--- src/logic/homing_pkg.sv ---
// Constants and types for the homing sequencer (methods 17 to 23).
// Assumes one clock domain; the motion controller supplies speeds and ramps.
package homing_pkg;

  // ==========================================================================
  // Homing method numbers
  localparam logic [7:0] MODE_NEG_LIMIT = 8'h11; // 17
  localparam logic [7:0] MODE_POS_LIMIT = 8'h12; // 18
  localparam logic [7:0] MODE_HOME_19 = 8'h13;
  localparam logic [7:0] MODE_HOME_20 = 8'h14;
  localparam logic [7:0] MODE_HOME_21 = 8'h15;
  localparam logic [7:0] MODE_HOME_22 = 8'h16;
  localparam logic [7:0] MODE_HOME_23 = 8'h17;

  // ==========================================================================
  // Switch selectors, index into the synchronised switch vector
  localparam logic [1:0] SW_NEG = 2'h0;
  localparam logic [1:0] SW_POS = 2'h1;
  localparam logic [1:0] SW_HOME = 2'h2;

  // ==========================================================================
  // Values after reset
  localparam logic [7:0] MODE_RST = 8'h00;
  localparam logic [1:0] STEP_RST = 2'h0;
  localparam logic [2:0] SW_RST = 3'h0;

  // One move segment: direction, speed and the edge that ends it
  typedef struct packed {
    logic last;      // Stop of this segment is home
    logic dir_pos;   // 1 positive, 0 negative
    logic fast;      // 1 high search speed, 0 creep speed
    logic [1:0] sw;  // Switch watched
    logic to_active; // 1 inactive-to-active edge, 0 active-to-inactive
  } seg_t;

  typedef enum logic [1:0] {ST_IDLE, ST_RUN, ST_STOP, ST_ABORT} state_t;

endpackage

--- src/logic/homing_sequencer.sv ---
// Homing sequencer for one servo axis, methods 17 to 23.
// Assumes a motion controller on clk that ramps to the commanded speed
// while move_run is high, decelerates when it drops, and reports standstill.
//
// Notes on behaviour
// - Mode 17, negative limit off: fast negative to its rise, creep positive to fall.
// - Mode 17, negative limit on: creep positive, stop at its falling edge as home.
// - Mode 18, positive limit off: fast positive to its rise, creep negative to fall.
// - Mode 18, positive limit on: creep negative, stop at its falling edge as home.
// - Mode 19, sensor off: fast positive to rise, creep negative to fall.
// - Mode 19, sensor on: fast negative to fall, fast back in, creep negative to fall.
// - Modes 19 to 22: either limit active aborts homing with alarm.
// - Mode 20, sensor off: fast positive to rise, fast back out, creep positive to rise.
// - Mode 20, sensor on: fast negative to fall, creep positive to rise.
// - Mode 21, sensor off: fast negative to rise, creep positive to fall.
// - Mode 21, sensor on: fast positive to fall, fast back in, creep positive to fall.
// - Mode 22, sensor off: fast negative to rise, fast back out, creep negative to rise.
// - Mode 22, sensor on: fast positive to fall, creep negative to rise.
// - Mode 23, sensor off past it: positive limit, back to fall, in, creep negative.
// - Mode 23, sensor off before it: fast positive to rise, creep negative to fall.
// - Mode 23, sensor on: fast negative to fall, fast back in, creep negative to fall.
// - Mode 23: reverse on first positive limit of the sensor-off opening run; negative or any other positive aborts.
`timescale 1ns/10ps

module homing_sequencer
  import homing_pkg::*;
(
  // Clock and reset
  input wire logic clk,
  input wire logic rst_n,
  // Command side
  input wire logic start,
  input wire logic [7:0] mode,
  // Motion controller side
  input wire logic axis_stopped,
  output logic move_run,
  output logic move_dir_pos,
  output logic move_fast,
  // Status
  output logic busy,
  output logic home_set,
  output logic done,
  output logic alarm,
  // Switch pins, high means active
  input wire logic negative_limit_switch,
  input wire logic positive_limit_switch,
  input wire logic home_sensor_switch
);

  // ==========================================================================
  // Helpers

  function automatic seg_t mk(input logic last, input logic dir_pos, input logic fast,
                              input logic [1:0] sw, input logic to_active);
    seg_t s;
    s.last = last;
    s.dir_pos = dir_pos;
    s.fast = fast;
    s.sw = sw;
    s.to_active = to_active;
    return s;
  endfunction

  // Segment table; var_on is the watched switch level at start
  function automatic seg_t seg_lookup(input logic [7:0] m, input logic var_on, input logic [1:0] step);
    seg_t s;
    s = mk(1'b1, 1'b0, 1'b0, SW_HOME, 1'b0);
    case ({m, var_on, step})
      {MODE_NEG_LIMIT, 1'b0, 2'h0}: s = mk(1'b0, 1'b0, 1'b1, SW_NEG, 1'b1);
      {MODE_NEG_LIMIT, 1'b0, 2'h1}: s = mk(1'b1, 1'b1, 1'b0, SW_NEG, 1'b0);
      {MODE_NEG_LIMIT, 1'b1, 2'h0}: s = mk(1'b1, 1'b1, 1'b0, SW_NEG, 1'b0);
      {MODE_POS_LIMIT, 1'b0, 2'h0}: s = mk(1'b0, 1'b1, 1'b1, SW_POS, 1'b1);
      {MODE_POS_LIMIT, 1'b0, 2'h1}: s = mk(1'b1, 1'b0, 1'b0, SW_POS, 1'b0);
      {MODE_POS_LIMIT, 1'b1, 2'h0}: s = mk(1'b1, 1'b0, 1'b0, SW_POS, 1'b0);
      {MODE_HOME_19, 1'b0, 2'h0}: s = mk(1'b0, 1'b1, 1'b1, SW_HOME, 1'b1);
      {MODE_HOME_19, 1'b0, 2'h1}: s = mk(1'b1, 1'b0, 1'b0, SW_HOME, 1'b0);
      {MODE_HOME_19, 1'b1, 2'h0}: s = mk(1'b0, 1'b0, 1'b1, SW_HOME, 1'b0);
      {MODE_HOME_19, 1'b1, 2'h1}: s = mk(1'b0, 1'b1, 1'b1, SW_HOME, 1'b1);
      {MODE_HOME_19, 1'b1, 2'h2}: s = mk(1'b1, 1'b0, 1'b0, SW_HOME, 1'b0);
      {MODE_HOME_20, 1'b0, 2'h0}: s = mk(1'b0, 1'b1, 1'b1, SW_HOME, 1'b1);
      {MODE_HOME_20, 1'b0, 2'h1}: s = mk(1'b0, 1'b0, 1'b1, SW_HOME, 1'b0);
      {MODE_HOME_20, 1'b0, 2'h2}: s = mk(1'b1, 1'b1, 1'b0, SW_HOME, 1'b1);
      {MODE_HOME_20, 1'b1, 2'h0}: s = mk(1'b0, 1'b0, 1'b1, SW_HOME, 1'b0);
      {MODE_HOME_20, 1'b1, 2'h1}: s = mk(1'b1, 1'b1, 1'b0, SW_HOME, 1'b1);
      {MODE_HOME_21, 1'b0, 2'h0}: s = mk(1'b0, 1'b0, 1'b1, SW_HOME, 1'b1);
      {MODE_HOME_21, 1'b0, 2'h1}: s = mk(1'b1, 1'b1, 1'b0, SW_HOME, 1'b0);
      {MODE_HOME_21, 1'b1, 2'h0}: s = mk(1'b0, 1'b1, 1'b1, SW_HOME, 1'b0);
      {MODE_HOME_21, 1'b1, 2'h1}: s = mk(1'b0, 1'b0, 1'b1, SW_HOME, 1'b1);
      {MODE_HOME_21, 1'b1, 2'h2}: s = mk(1'b1, 1'b1, 1'b0, SW_HOME, 1'b0);
      // Back out of the sensor between fast and creep, mirroring mode 20
      {MODE_HOME_22, 1'b0, 2'h0}: s = mk(1'b0, 1'b0, 1'b1, SW_HOME, 1'b1);
      {MODE_HOME_22, 1'b0, 2'h1}: s = mk(1'b0, 1'b1, 1'b1, SW_HOME, 1'b0);
      {MODE_HOME_22, 1'b0, 2'h2}: s = mk(1'b1, 1'b0, 1'b0, SW_HOME, 1'b1);
      {MODE_HOME_22, 1'b1, 2'h0}: s = mk(1'b0, 1'b1, 1'b1, SW_HOME, 1'b0);
      {MODE_HOME_22, 1'b1, 2'h1}: s = mk(1'b1, 1'b0, 1'b0, SW_HOME, 1'b1);
      // Sensor off: side unknown until the sensor or the positive limit is met
      {MODE_HOME_23, 1'b0, 2'h0}: s = mk(1'b0, 1'b1, 1'b1, SW_HOME, 1'b1);
      {MODE_HOME_23, 1'b0, 2'h1}: s = mk(1'b1, 1'b0, 1'b0, SW_HOME, 1'b0);
      // Sensor on, also the path taken after reversing at the positive limit
      {MODE_HOME_23, 1'b1, 2'h0}: s = mk(1'b0, 1'b0, 1'b1, SW_HOME, 1'b0);
      {MODE_HOME_23, 1'b1, 2'h1}: s = mk(1'b0, 1'b1, 1'b1, SW_HOME, 1'b1);
      {MODE_HOME_23, 1'b1, 2'h2}: s = mk(1'b1, 1'b0, 1'b0, SW_HOME, 1'b0);
      default: s = mk(1'b1, 1'b0, 1'b0, SW_HOME, 1'b0);
    endcase
    return s;
  endfunction

  // ==========================================================================
  // Switch synchronisers and edge detection

  logic [2:0] sw_meta_ff;
  logic [2:0] sw_sync_ff;
  logic [2:0] sw_prev_ff;
  wire [2:0] sw_pins = {home_sensor_switch, positive_limit_switch, negative_limit_switch};

  // Two stages for the pins, a third stage only for edges
  always_ff @(posedge clk) begin
    if (!rst_n) begin
      sw_meta_ff <= SW_RST;
      sw_sync_ff <= SW_RST;
      sw_prev_ff <= SW_RST;
    end else begin
      sw_meta_ff <= sw_pins;
      sw_sync_ff <= sw_meta_ff;
      sw_prev_ff <= sw_sync_ff;
    end
  end

  // Edges come from the settled stage only; the first stage may still be metastable
  wire [2:0] sw_rise = sw_sync_ff & ~sw_prev_ff;
  wire [2:0] sw_fall = ~sw_sync_ff & sw_prev_ff;
  wire nl_on = sw_sync_ff[SW_NEG];
  wire pl_on = sw_sync_ff[SW_POS];
  wire hsw_on = sw_sync_ff[SW_HOME];

  // ==========================================================================
  // Sequencer state

  state_t state_ff;
  state_t nxt_state;
  logic [7:0] mode_ff;
  logic [7:0] nxt_mode;
  logic var_ff;
  logic nxt_var;
  logic [1:0] step_ff;
  logic [1:0] nxt_step;
  logic hold_ff;
  logic nxt_hold;
  logic pl_seen_ff;
  logic nxt_pl_seen;
  logic alarm_ff;
  logic nxt_alarm;
  logic home_set_ff;
  logic nxt_home_set;
  logic done_ff;
  logic nxt_done;
  logic dir_ff;
  logic fast_ff;

  // Decodes of the current segment and method
  seg_t cur;
  seg_t nxt_seg;
  assign cur = seg_lookup(mode_ff, var_ff, step_ff);
  assign nxt_seg = seg_lookup(nxt_mode, nxt_var, nxt_step);
  wire seg_hit = cur.to_active ? sw_rise[cur.sw] : sw_fall[cur.sw];
  // Reserved 15 and 16 lie below this window and are refused like any stray value
  wire mode_ok = (mode >= MODE_NEG_LIMIT) && (mode <= MODE_HOME_23);
  wire in_19_22 = (mode_ff >= MODE_HOME_19) && (mode_ff <= MODE_HOME_22);
  wire in_23 = (mode_ff == MODE_HOME_23);

  // Watched switch level at start picks the branch of the method
  wire start_var = (mode == MODE_NEG_LIMIT) ? nl_on : (mode == MODE_POS_LIMIT) ? pl_on : hsw_on;

  // First positive limit on the opening positive run of mode 23 reverses
  wire reverse_now = in_23 && !pl_seen_ff && pl_on && !var_ff && (step_ff == 2'h0);
  // Limits in the middle of a run end it with an alarm
  wire trip_19_22 = in_19_22 && (nl_on || pl_on);
  wire trip_23 = in_23 && (nl_on || (pl_seen_ff ? sw_rise[SW_POS] : (pl_on && !reverse_now)));
  wire trip = trip_19_22 || trip_23;

  // Next-state logic; abort outranks reversal, reversal outranks the segment edge
  always_comb begin
    nxt_state = state_ff;
    nxt_mode = mode_ff;
    nxt_var = var_ff;
    nxt_step = step_ff;
    nxt_hold = hold_ff;
    nxt_pl_seen = pl_seen_ff;
    nxt_alarm = alarm_ff;
    nxt_home_set = 1'b0;
    nxt_done = 1'b0;
    case (state_ff)
      ST_IDLE: begin
        if (start) begin
          // Reserved and unknown methods are refused with the alarm
          nxt_alarm = !mode_ok;
          if (mode_ok) begin
            nxt_state = ST_RUN;
            nxt_mode = mode;
            nxt_var = start_var;
            nxt_step = STEP_RST;
            nxt_hold = 1'b0;
            nxt_pl_seen = 1'b0;
          end
        end
      end
      ST_RUN: begin
        if (trip) begin
          nxt_state = ST_ABORT;
          nxt_alarm = 1'b1;
        end else if (reverse_now) begin
          // Stop at the limit, then run the sensor-on path
          nxt_state = ST_STOP;
          nxt_pl_seen = 1'b1;
          nxt_var = 1'b1;
          nxt_step = STEP_RST;
          nxt_hold = 1'b1;
        end else if (seg_hit) begin
          nxt_state = ST_STOP;
        end
      end
      ST_STOP: begin
        // Limits stay watched while the axis ramps down
        if (trip && !reverse_now) begin
          nxt_state = ST_ABORT;
          nxt_alarm = 1'b1;
        end else if (axis_stopped) begin
          if (hold_ff) begin
            nxt_hold = 1'b0;
            nxt_state = ST_RUN;
          end else if (cur.last) begin
            nxt_state = ST_IDLE;
            nxt_home_set = 1'b1;
            nxt_done = 1'b1;
          end else begin
            nxt_step = step_ff + 2'h1;
            nxt_state = ST_RUN;
          end
        end
      end
      ST_ABORT: begin
        if (axis_stopped) begin
          nxt_state = ST_IDLE;
          nxt_done = 1'b1;
        end
      end
      default: begin
        nxt_state = ST_IDLE;
      end
    endcase
  end

  // Registers of the sequencer
  always_ff @(posedge clk) begin
    if (!rst_n) begin
      state_ff <= ST_IDLE;
      mode_ff <= MODE_RST;
      var_ff <= 1'b0;
      step_ff <= STEP_RST;
      hold_ff <= 1'b0;
      pl_seen_ff <= 1'b0;
      alarm_ff <= 1'b0;
      home_set_ff <= 1'b0;
      done_ff <= 1'b0;
    end else begin
      state_ff <= nxt_state;
      mode_ff <= nxt_mode;
      var_ff <= nxt_var;
      step_ff <= nxt_step;
      hold_ff <= nxt_hold;
      pl_seen_ff <= nxt_pl_seen;
      alarm_ff <= nxt_alarm;
      home_set_ff <= nxt_home_set;
      done_ff <= nxt_done;
    end
  end

  // Motion command registers; direction held through the ramp-down
  always_ff @(posedge clk) begin
    if (!rst_n) begin
      dir_ff <= 1'b0;
      fast_ff <= 1'b0;
    end else if (nxt_state == ST_RUN) begin
      dir_ff <= nxt_seg.dir_pos;
      fast_ff <= nxt_seg.fast;
    end
  end

  // ==========================================================================
  // Outputs; speeds and ramps themselves stay with the controller
  assign move_run = (state_ff == ST_RUN);
  assign move_dir_pos = dir_ff;
  assign move_fast = fast_ff;
  assign busy = (state_ff != ST_IDLE);
  assign home_set = home_set_ff;
  assign done = done_ff;
  assign alarm = alarm_ff;

endmodule

--- config.mk ---
export PLATFORM = sky130hd
export DESIGN_NAME = homing_sequencer
export DESIGN_NICKNAME = d
export VERILOG_FILES = /design/src/logic/homing_pkg.sv /design/src/logic/homing_sequencer.sv
export SDC_FILE = /design/constraint.sdc
export NUM_CORES = 1
export LEC_CHECK = 0
export BUFFER_PORTS_ARGS = -buffer_cell sky130_fd_sc_hd__buf_2
export CORE_ASPECT_RATIO = 1.5
export CORE_MARGIN = 5
export CORE_UTILIZATION = 63
export DETAILED_ROUTE_END_ITERATION = 16
export GPL_ROUTABILITY_DRIVEN = 1
export PLACE_DENSITY_LB_ADDON = 0.12
export SLEW_MARGIN = 25
export SYNTH_ARGS = -nofsm -noshare
export SYNTH_HDL_FRONTEND = slang
export SYNTH_SLANG_ARGS = --single-unit
--- constraint.sdc ---
create_clock -name clk -period 7.4 [get_ports clk]
set_input_delay 1.48 -clock clk [delete_from_list [all_inputs] [get_ports clk]]
set_output_delay 1.48 -clock clk [all_outputs]
set_load 0.005 [all_outputs]
==> summary.md, run 1 <==
| Metric | Value |
|---|---|
| Setup violations, final | `0` |
| Core area | `0.00342 mm²` |
| Post-CTS sizing | `0` |
| Clock Skew | `6.54 ps` |
| Initial DRC count | `approximately 160` |
| Share of cells above drive strength 1 | `0.157` |
| CTS Buffer Depth | `2` |
| EDFF count, synth | `0` |
| Post-synth ARST share | `0` |
| P_leak | `around 0.94 nW` |
| Die ar. | `0.00486 mm²` |
| Ys flop type | `dfxtp_1` |
| Flops & latches, synth | `29` |
| Largest net degree at the start of global routing | `21` |
| Fin crit share | `0.523` |
| Number of buffers added on ports | `21` |
| Chip Width | `around 59 µm` |
| CP max-delay cell | `or4b_4` |
| RSZ-0062 raised after global routing | `no` |
| Mapped Area | `between 0.002 and 0.0025 mm²` |
| Initial cell density of the core | `0.655` |
| Routed wire per std cell | `17.4 µm` |
| Root buf cell | `clkbuf_8` |
| Hold crit path type | `flip-flop to flip-flop` |
| Max cap viols | `0` |
| Sequential share of the synthesized area | `0.260` |
| Vias | `2243` |
| Kind of critical path | `input port to flip-flop` |
| CP endpoint kind | `flip-flop` |
| Syn Area/Cell | `7.82 µm²` |
| Fin nets | `321` |
| Cell Rows | `26` |
| Pre-antenna DRT Iters | `5` |
| Fin. Hold Viols | `0` |
| Clock-pin slew on the worst setup and hold paths | `approximately 70 ps` |
| # Post-CTS Setup Buffers | `0` |
| Worst skew pair latency | `around 280 ps` |
| Antenna cells | `0` |
| Crit path top cell by count | `nand3_1` |
| Worst slew margin | `0.459` |
| Crit path cell chain | `buf_2, or4b_4, o41a_1, nor2_1, a21oi_1, a311o_1, mux2_1, nand3_1, nand3_1, o221a_1` |
| PwrDens | `around 160 mW/mm²` |
| CP arrival | `4050 ps` |
| CP peak stage delay | `around 580 ps` |
| CTS sink count | `29` |
| Syn_nets | `308` |
| Status | `completed` |
| Die Ht | `83.0 µm` |
| Peak Freq | `0.258 GHz` |
| Antenna violations before repair | `0` |
| Tmin final | `3870 ps` |
| Synth unique cells | `76` |
| Setup tns final | `0 ps` |
| Crit path launch type | `input port` |
| Gp weighted congestion | `approximately 0.95` |
| Vias per inst | `6.58` |
| Crit Path Max Fanout | `7` |
| Residual DRC | `0` |
| Maximum vdd drop | `0.000187 V` |
| DRT antenna net count | `0` |
| CTS Hold Bufs | `0` |
| Cells after DPL | `roughly 330` |
| Final WL | `~5.9 mm` |
| Synth Instances | `286` |
| Total track usage | `0.262` |
| Number of global-route vias before repair | `roughly 2100` |
| Slew Limit Fails | `0` |
| CTS tree | `yes` |
| Synth-to-layout area growth | `7.78%` |
| Post-DP HPWL | `4.46 mm` |
| Slew @ Worst Pin | `804 ps` |
| IO Count | `22` |
| CTS Buf Count | `5` |
| Worst Path Required | `between 7000 and 8000 ps` |
| Htree depth | `2` |
| Total gr overflow | `0` |
| Filler-free cell count of the finished design | `341` |
| Global-route wire length before repair | `10.1 mm` |
| Ys Warns | `0` |
-- worst paths after layout --
kind / from / end / slack [ps] / cells after the start
max: mode[5] / move_dir_pos$_SDFFE_PN0N_ / 3530 / 10
min: sw_meta_ff[0]$_SDFF_PN0_ / sw_sync_ff[0]$_SDFF_PN0_ / 430 / 1
max reg2reg: step_ff[1]$_SDFF_PN0_ / move_dir_pos$_SDFFE_PN0N_ / 3920 / 11
min reg2reg: sw_meta_ff[0]$_SDFF_PN0_ / sw_sync_ff[0]$_SDFF_PN0_ / 430 / 1
-- critical path, delay by kind of cell --
family                 cells  cell delay [ps]
buffers and inverters      1              100
AND/OR/NAND/NOR            4              940
AO/OA/AOI/OAI              4             1190
multiplexers               1              340
-- flip-flops by register name, summed over array words and instances, names as in the netlist, 2 cells and up --
signal / count
step_ff: 2
state_ff: 2
sw_prev_ff: 3
sw_meta_ff: 3
mode_ff: 8
sw_sync_ff: 3
-- cells in the final DEF (no fill, tap or decap), types with 4 or more instances in the layout --
master / count
a21oi_1: 21
nor4_1: 4
nand2_1: 20
nor2_1: 23
o21ai_0: 10
clkbuf_8: 6
inv_1: 15
nand2b_1: 7
xnor2_1: 4
nor2b_1: 4
a211oi_1: 8
nand3_1: 8
dfxtp_1: 29
and3_1: 6
and2_1: 13
ha_1: 7
or2_2: 4
buf_2: 21
nor3_1: 9
nand3b_1: 5
-- report_power, final --
| group | internal (mW) | switching (mW) |
|---|---|---|
| clock | 0.0734 | 0.0619 |
| sequential | 0.165 | 0.00749 |
| combinational | 0.0343 | 0.0472 |
-- layout make-up --
type                            count  area, µm²
Clock buffer                        6       82.6
Clock inverter                      1       7.51
Fill cell                         305       1010
Inverter                           16       60.1
Multi-Input combinational cell    226       1520
Sequential cell                    29        581
Tap cell                           42       52.6
Timing Repair Buffer               21        105
-- metrics by stage --
step                      hold WS (ps)  instance area, µm²  power [mW]  setup WS [ps]  utilization
after floorplan                    412                2240       0.229           3490            -
after global placement             412                2320       0.254           3320        0.679
after detailed placement           419                2320       0.255           3250        0.679
after CTS                          434                2410       0.390           3560        0.705
after global routing               455                2410       0.411           3400        0.705
final                              433                2410       0.389           3530        0.705
-- cells in the mapped netlist (3+ instances only) --
library cell / n / area, µm²
nand3_1: 8 / 40.0
inv_1: 15 / 56.3
dfxtp_1: 29 / 581
a21oi_1: 21 / 105
nor2_1: 23 / 86.3
or4_1: 3 / 22.5
or3_1: 3 / 18.8
xnor2_1: 4 / 35.0
nand2b_1: 7 / 43.8
buf_2: 4 / 20.0
nor3_1: 9 / 45.0
ha_1: 7 / 87.6
nor2b_1: 4 / 25.0
and2_1: 13 / 81.3
o21bai_1: 3 / 22.5
nand2_1: 20 / 75.1
o21ai_1: 3 / 15.0
mux2i_1: 3 / 30.0
o211ai_1: 3 / 22.5
a211oi_1: 8 / 60.1
o21ai_0: 10 / 50.1
nand3b_1: 5 / 37.5
and3_1: 6 / 37.5
nor4_1: 4 / 25.0
clkbuf_1: 6 / 22.5
or2_2: 4 / 25.0
-- kinds of logic (layout without fill, tap and decap cells) --
group / Yosys count / count (layout) / synth area share
simple gates: 127 / 127 / 0.331
compound gates: 83 / 83 / 0.271
buf+inv: 31 / 44 / 0.0599
flops: 29 / 29 / 0.260
fa+ha+maj: 7 / 7 / 0.0392
mux: 5 / 5 / 0.0235
xor+xnor: 4 / 4 / 0.0157
-- routing by layer --
metal,wire length (µm),GRT usage,up-vias
met5,0,0,-
met2,2940,0.417,86
met3,316,0.0450,24
met4,272,0.136,0
li1,-,-,1095
met1,2400,0.327,1038
Note: power is estimated with default switching activity, not from simulation.
==> run 2, diff against run 1 <==
--- a/config.mk
+++ b/config.mk
@@ -8,7 +8,7 @@
 export BUFFER_PORTS_ARGS = -buffer_cell sky130_fd_sc_hd__buf_2
 export CORE_ASPECT_RATIO = 1.5
 export CORE_MARGIN = 5
-export CORE_UTILIZATION = 63
+export CORE_UTILIZATION = 54
 export DETAILED_ROUTE_END_ITERATION = 16
 export GPL_ROUTABILITY_DRIVEN = 1
 export PLACE_DENSITY_LB_ADDON = 0.12
==> constraint.sdc (replaced) <==
create_clock -name clk -period 3.5 [get_ports clk]
set_input_delay 0.7 -clock clk [delete_from_list [all_inputs] [get_ports clk]]
set_output_delay 0.7 -clock clk [all_outputs]
set_load 0.005 [all_outputs]
==> run 2 against run 1 <==
  * Combinational power rose by 120%
  * Final area rose by 3.7%
  * Power rose by 130%
  * Sequential power rose by 110%
  * Worst setup slack got worse by 3200 ps
  * Routed wire length rose by 0.84%
  * Critical path type is now flip-flop to flip-flop
  * Flip-flop and latch count did not move
  * Die area rose by 14%
  * Via count fell by 1.2%
  * Largest power group unchanged
  * Clock power rose to 2.7 times the previous value
==> summary.md, run 2 (same netlist as run 1, synthesis figures left out) <==
| Metric | Value |
|---|---|
| Status | `completed (unchanged)` |
| Setup violations, final | `0 (unchanged)` |
| Die Ht | `88.8 µm (was 83.0 µm)` |
| Commonest non-fill, non-tap cell in the layout | `dfxtp_1 (unchanged)` |
| Sequential share of power | `0.400 (was 0.443)` |
| Kind of critical path | `flip-flop to flip-flop (was input port to flip-flop)` |
| Post-route core utilization | `0.626 (was 0.705)` |
| CP bufs+invs | `0 (was 1)` |
| Crit path top cell by count | `nand3_1 (unchanged)` |
| CP peak stage delay | `670 ps (was 580 ps)` |
| CTS sink count | `29 (unchanged)` |
| RSZ-0062 raised after global routing | `no (unchanged)` |
| Residual DRC | `0 (unchanged)` |
| PwrDens | `363 mW/mm² (was 161 mW/mm²)` |
| Crit path launch type | `flip-flop (was input port)` |
| Psw | `246 µW (was 117 µW)` |
| R2R cell count | `9 (was 11)` |
| Switch share | `0.272 (was 0.300)` |
| Multi-input logic area | `0.00153 mm² (was 0.00152 mm²)` |
| Pre-antenna DRT Iters | `4 (was 5)` |
| Internal | `661 µW (was 272 µW)` |
| Vias per inst | `6.31 (was 6.58)` |
| Root buf cell | `clkbuf_8 (unchanged)` |
| DRT antenna net count | `0 (unchanged)` |
| Setup tns final | `0 ps (unchanged)` |
| Worst skew pair latency | `280 ps (about the same)` |
| Cell count along the critical path | `9 (was 10)` |
| CTS tree | `yes (unchanged)` |
| CP arrival | `3380 ps (was 4050 ps)` |
| Register with the most flip-flops | `mode_ff (unchanged)` |
| Total gr overflow | `0 (unchanged)` |
| CTS Buf Count | `5 (unchanged)` |
| Post-DP HPWL | `4.52 mm (was 4.46 mm)` |
| Slew Limit Fails | `0 (unchanged)` |
| Initial DRC count | `132 (was 156)` |
| Htree depth | `2 (unchanged)` |
| Share of cells above drive strength 1 | `0.183 (was 0.157)` |
| Worst Path Required | `3670 ps (was 7570 ps)` |
| Synth-to-layout area growth | `11.8% (was 7.78%)` |
| CP max-delay cell | `dfxtp_1 (was or4b_4)` |
| CTS Buffer Depth | `2 (unchanged)` |
| Largest net degree at the start of global routing | `21 (unchanged)` |
| Number of buffers added on ports | `21 (unchanged)` |
| Clock Skew | `1.92 ps (was 6.54 ps)` |
| Tmin final | `3210 ps` |
| Worst slew margin | `0.564 (was 0.459)` |
| Crit Path Max Fanout | `15 (was 7)` |
| Worst Hold Depth | `1 (unchanged)` |
| Most frequent cells in the layout | `dfxtp_1 (29), nor2_1 (23), a21oi_1 (21), buf_2 (21), nand2_1 (20) (unchanged)` |
| Share of power burned in the clock network | `0.398 (was 0.348)` |
| Die ar. | `0.00555 mm² (was 0.00486 mm²)` |
| Antenna violations before repair | `0 (unchanged)` |
| Slew @ Worst Pin | `650 ps (was 804 ps)` |
| IO Count | `22 (unchanged)` |
| Chip Width | `62.5 µm (was 58.6 µm)` |
| Maximum vdd drop | `0.000324 V (was 0.000187 V)` |
| Clock-pin slew on the worst setup and hold paths | `60 ps (was 70 ps)` |
| P_leak | `0.981 nW (was 0.935 nW)` |
| Total track usage | `0.222 (was 0.262)` |
| Gate power share | `0.201 (was 0.209)` |
| Cell Rows | `28 (was 26)` |
| Initial cell density of the core | `0.560 (was 0.655)` |
| Routed wire per std cell | `17.0 µm (was 17.4 µm)` |
| Global-route wire length before repair | `9.91 mm (was 10.1 mm)` |
| CP endpoint kind | `flip-flop (unchanged)` |
| Cells after DPL | `343 (was 334)` |
| Largest register FFs | `8 (unchanged)` |
| Vias | `2215 (was 2243)` |
| Hold crit path type | `flip-flop to flip-flop (unchanged)` |
| Fin crit share | `0.917` |
| Crit path cell chain | `mux2i_1, o221ai_2, a2111o_1, o2111a_1, a311o_1, mux2_1, nand3_1, nand3_1, o221a_1 (was buf_2, or4b_4, o41a_1, nor2_1, a21oi_1, a311o_1, mux2_1, nand3_1, nand3_1, o221a_1)` |
| Fill cells | `383 (was 305)` |
| Fin. Hold Viols | `0 (unchanged)` |
| Peak Freq | `roughly 0.31 GHz` |
| Filler-free cell count of the finished design | `351 (was 341)` |
| Reg-to-reg slack, setup | `290 ps (was 3920 ps)` |
| Antenna cells | `0 (unchanged)` |
| Max cap viols | `0 (unchanged)` |
| CP delay by family, top | `compound AO/OA/AOI/OAI gates (unchanged)` |
| Gp weighted congestion | `0.906 (was 0.947)` |
| Number of global-route vias before repair | `2095 (was 2127)` |
| Fin nets | `327 (was 321)` |
| FF+latch area | `581 µm² (unchanged)` |
| Core area | `0.00399 mm² (was 0.00342 mm²)` |
| Final WL | `5.98 mm (was 5.93 mm)` |
[run 2: cell type report]
class | instances | share of cell area
Clock buffer | 6 | 0.0330
Clock inverter | 2 | 0.0150
Inverter | 16 | 0.0240
Multi-Input combinational cell | 226 | 0.613
Sequential cell | 29 | 0.232
Tap cell | 45 | 0.0225
Timing Repair Buffer | 27 | 0.0601
[run 2: path summary, 6_finish.rpt]
kind,start,endpoint
worst max register to register,mode_ff[1]$_SDFF_PN0_,move_dir_pos$_SDFFE_PN0N_
worst min-delay path,sw_meta_ff[2]$_SDFF_PN0_,sw_sync_ff[2]$_SDFF_PN0_
worst min register to register,sw_meta_ff[2]$_SDFF_PN0_,sw_sync_ff[2]$_SDFF_PN0_
worst max-delay path,mode_ff[1]$_SDFF_PN0_,move_dir_pos$_SDFFE_PN0N_
[run 2: metrics by stage]
step	power [mW]	setup slack, ps	hold WS, ps	area [µm²]
floorplan	0.483	365	412	2240
global placement	0.548	230	414	2370
CTS	0.908	202	435	2490
global route	0.953	89.4	462	2500
detailed placement	0.550	204	418	2370
finish	0.907	291	432	2500
[run 2: per-layer routing]
metal | routed length, µm | vias up | GRT usage
li1 | - | 1100 | -
met1 | 2500 | 1018 | 0.260
met2 | 2830 | 69 | 0.373
met3 | 329 | 28 | 0.0381
met4 | 321 | 0 | 0.149
met5 | 0 | - | 0
[run 2: what timing repair did]
action | 4_1_cts | 5_1_grt
hold buffers | 0 | 0
endpoints found under the setup margin | 0 | 1
buffers inserted | 0 | 0
resized for setup | 0 | 2
[run 2: power groups by stage]
| stage | logic [mW] | registers (mW) | clock network (mW) |
|---|---|---|---|
| floorplan | 0.117 | 0.366 | 0 |
| global placement | 0.178 | 0.370 | 0 |
| detailed placement | 0.180 | 0.370 | 0 |
| CTS | 0.182 | 0.363 | 0.363 |
| global route | 0.204 | 0.365 | 0.384 |
| finish | 0.182 | 0.363 | 0.361 |
==> run 3, diff against run 2 <==
--- a/config.mk
+++ b/config.mk
@@ -12,6 +12,7 @@
 export DETAILED_ROUTE_END_ITERATION = 16
 export GPL_ROUTABILITY_DRIVEN = 1
 export PLACE_DENSITY_LB_ADDON = 0.12
+export RECOVER_POWER = 50
 export SLEW_MARGIN = 25
 export SYNTH_ARGS = -nofsm -noshare
 export SYNTH_HDL_FRONTEND = slang
==> run 3 against run 2 <==
  * Die area did not move
  * Worst hold slack improved by 1.5 ps
  * Critical path depth did not move
  * Sequential share of layout area rose by 0.11 points
  * Count of clock-buffer cells in the layout did not move
  * Combinational power barely moved
  * Non-clock buffer count did not move
  * Largest power group unchanged
  * Fmax barely moved
  * Core utilization fell by 0.28 points
  * Flip-flop and latch count did not move
  * Largest cell class unchanged
==> summary.md, run 3 (same netlist as run 1, synthesis figures left out) <==
| Metric | Value |
|---|---|
| Total track usage | `0.222 (unchanged)` |
| Post-DP HPWL | `4.52 mm (unchanged)` |
| Initial DRC count | `122 (was 132)` |
| Synth-to-layout area growth | `11.2% (was 11.8%)` |
| DRT antenna net count | `0 (unchanged)` |
| Die ar. | `0.00555 mm² (unchanged)` |
| Chip Width | `62.5 µm (unchanged)` |
| Register with the most flip-flops | `mode_ff (unchanged)` |
| Final WL | `5.95 mm (was 5.98 mm)` |
| Tmin final | `3210 ps (about the same)` |
| Gp weighted congestion | `0.906 (unchanged)` |
| CTS Buffer Depth | `2 (unchanged)` |
| Share of cells above drive strength 1 | `0.163 (was 0.183)` |
| CTS Buf Count | `5 (unchanged)` |
| Worst Path Required | `3670 ps (about the same)` |
| IO Count | `22 (unchanged)` |
| Total gr overflow | `0 (unchanged)` |
| CTS tree | `yes (unchanged)` |
| Initial cell density of the core | `0.560 (unchanged)` |
| Peak Freq | `0.312 GHz (about the same)` |
| Number of buffers added on ports | `21 (unchanged)` |
| Design Area, Final | `0.00249 mm² (was 0.00250 mm²)` |
| Routed wire per std cell | `17.0 µm (about the same)` |
| Antenna violations before repair | `0 (unchanged)` |
| Root buf cell | `clkbuf_8 (unchanged)` |
| Htree depth | `2 (unchanged)` |
| Cell Rows | `28 (unchanged)` |
| Clock Skew | `1.79 ps (was 1.92 ps)` |
| Switch share | `0.272 (about the same)` |
| Gate power share | `0.199 (was 0.201)` |
| Residual DRC | `0 (unchanged)` |
| Slew Limit Fails | `0 (unchanged)` |
| Antenna cells | `0 (unchanged)` |
| Setup violations, final | `0 (unchanged)` |
| Worst slew margin | `0.488 (was 0.564)` |
| Sequential share of power | `0.402 (was 0.400)` |
| Cells after DPL | `343 (unchanged)` |
| Status | `completed (unchanged)` |
| CTS sink count | `29 (unchanged)` |
| Most frequent cells in the layout | `dfxtp_1 (29), nor2_1 (23), a21oi_1 (21) (was dfxtp_1 (29), nor2_1 (23), a21oi_1 (21), buf_2 (21), nand2_1 (20))` |
| Reg-to-reg slack, setup | `290 ps (about the same)` |
| P_leak | `0.955 nW (was 0.981 nW)` |
| CP arrival | `3380 ps (about the same)` |
| Placed inst area | `0.00237 mm² (unchanged)` |
| Crit path launch type | `flip-flop (unchanged)` |
| Min Hold Slack | `434 ps (was 432 ps)` |
| Slew @ Worst Pin | `767 ps (was 650 ps)` |
| Global-route wire length before repair | `9.91 mm (unchanged)` |
| RSZ-0062 raised after global routing | `no (unchanged)` |
| Largest register FFs | `8 (unchanged)` |
| Internal | `659 µW (was 661 µW)` |
| Post-route core utilization | `0.623 (was 0.626)` |
| Share of power burned in the clock network | `0.399 (was 0.398)` |
| CP endpoint kind | `flip-flop (unchanged)` |
| Max cap viols | `0 (unchanged)` |
| Fin nets | `327 (unchanged)` |
| Fin. Hold Viols | `0 (unchanged)` |
| Die Ht | `88.8 µm (unchanged)` |
| Vias | `2217 (was 2215)` |
| Kind of critical path | `flip-flop to flip-flop (unchanged)` |
| Worst skew pair latency | `280 ps (about the same)` |
| Hold crit path type | `flip-flop to flip-flop (unchanged)` |
| Core area | `0.00399 mm² (unchanged)` |
| Maximum vdd drop | `0.000323 V (was 0.000324 V)` |
| Clock-pin slew on the worst setup and hold paths | `60 ps (about the same)` |
| Pre-antenna DRT Iters | `4 (unchanged)` |
| PwrDens | `364 mW/mm² (was 363 mW/mm²)` |
| Largest net degree at the start of global routing | `21 (unchanged)` |
| Commonest non-fill, non-tap cell in the layout | `dfxtp_1 (unchanged)` |
| Vias per inst | `6.32 (was 6.31)` |
| Filler-free cell count of the finished design | `351 (unchanged)` |
| Fin crit share | `0.917 (about the same)` |
| Psw | `246 µW (about the same)` |
| Number of global-route vias before repair | `2095 (unchanged)` |
| Crit Path Max Fanout | `15 (unchanged)` |
| Setup tns final | `0 ps (unchanged)` |
[run 3: cell count changes in the layout (fill, tap and decap cells not counted)]
cell | previous run | this run
and2_0 | 0 | 6
and2_1 | 13 | 7
buf_2 | 21 | 16
clkbuf_1 | 0 | 5
or3_1 | 3 | 4
or3_4 | 1 | 0
[run 3: what timing repair did]
item                                    CTS  global route
gates resized for setup                   0             2
endpoints found under the setup margin    0             1
hold buffers                              0             0
buffers inserted                          0             0
[run 3: worst max-delay path: stages, from the launching register on]
cell and delay [ps]:
dfxtp_1 670, mux2i_1 290, o221ai_2 140, a2111o_1 530
o2111a_1 290, a311o_1 430, mux2_1 350, nand3_1 100
nand3_1 80, o221a_1 220
[run 3: final timing paths]
kind | from | to | depth (start not counted)
worst min register to register | sw_meta_ff[2]$_SDFF_PN0_ | sw_sync_ff[2]$_SDFF_PN0_ | 1
worst min-delay path | sw_meta_ff[2]$_SDFF_PN0_ | sw_sync_ff[2]$_SDFF_PN0_ | 1
worst max-delay path | mode_ff[1]$_SDFF_PN0_ | move_dir_pos$_SDFFE_PN0N_ | 9
worst max register to register | mode_ff[1]$_SDFF_PN0_ | move_dir_pos$_SDFFE_PN0N_ | 9
[run 3: layout make-up]
| type | instances | area, µm² |
|---|---|---|
| timing repair buffer | 27 | 144 |
| multi-input combinational | 226 | 1530 |
| clock buffer | 6 | 82.6 |
| fill | 385 | 1510 |
| tap | 45 | 56.3 |
| sequential | 29 | 581 |
| inverter | 16 | 60.1 |
| clock inverter | 2 | 37.5 |
[run 3: power by group through the flow]
stage	logic, mW	clock network (mW)	registers, mW
global placement	0.178	0	0.370
finish	0.180	0.361	0.363
CTS	0.182	0.363	0.363
detailed placement	0.180	0	0.370
global route	0.201	0.384	0.365
floorplan	0.117	0	0.366
[run 3: routing by layer]
layer,routed length [µm],global-route usage
met5,0,0
met4,287,0.149
met3,296,0.0381
met2,2870,0.373
met1,2490,0.260
[run 3: through the flow]
step	setup slack (ps)	power [mW]
2_1_floorplan	365	0.483
3_3_place_gp	230	0.548
3_5_place_dp	204	0.550
4_1_cts	202	0.908
5_1_grt	88.9	0.950
6_report	291	0.904
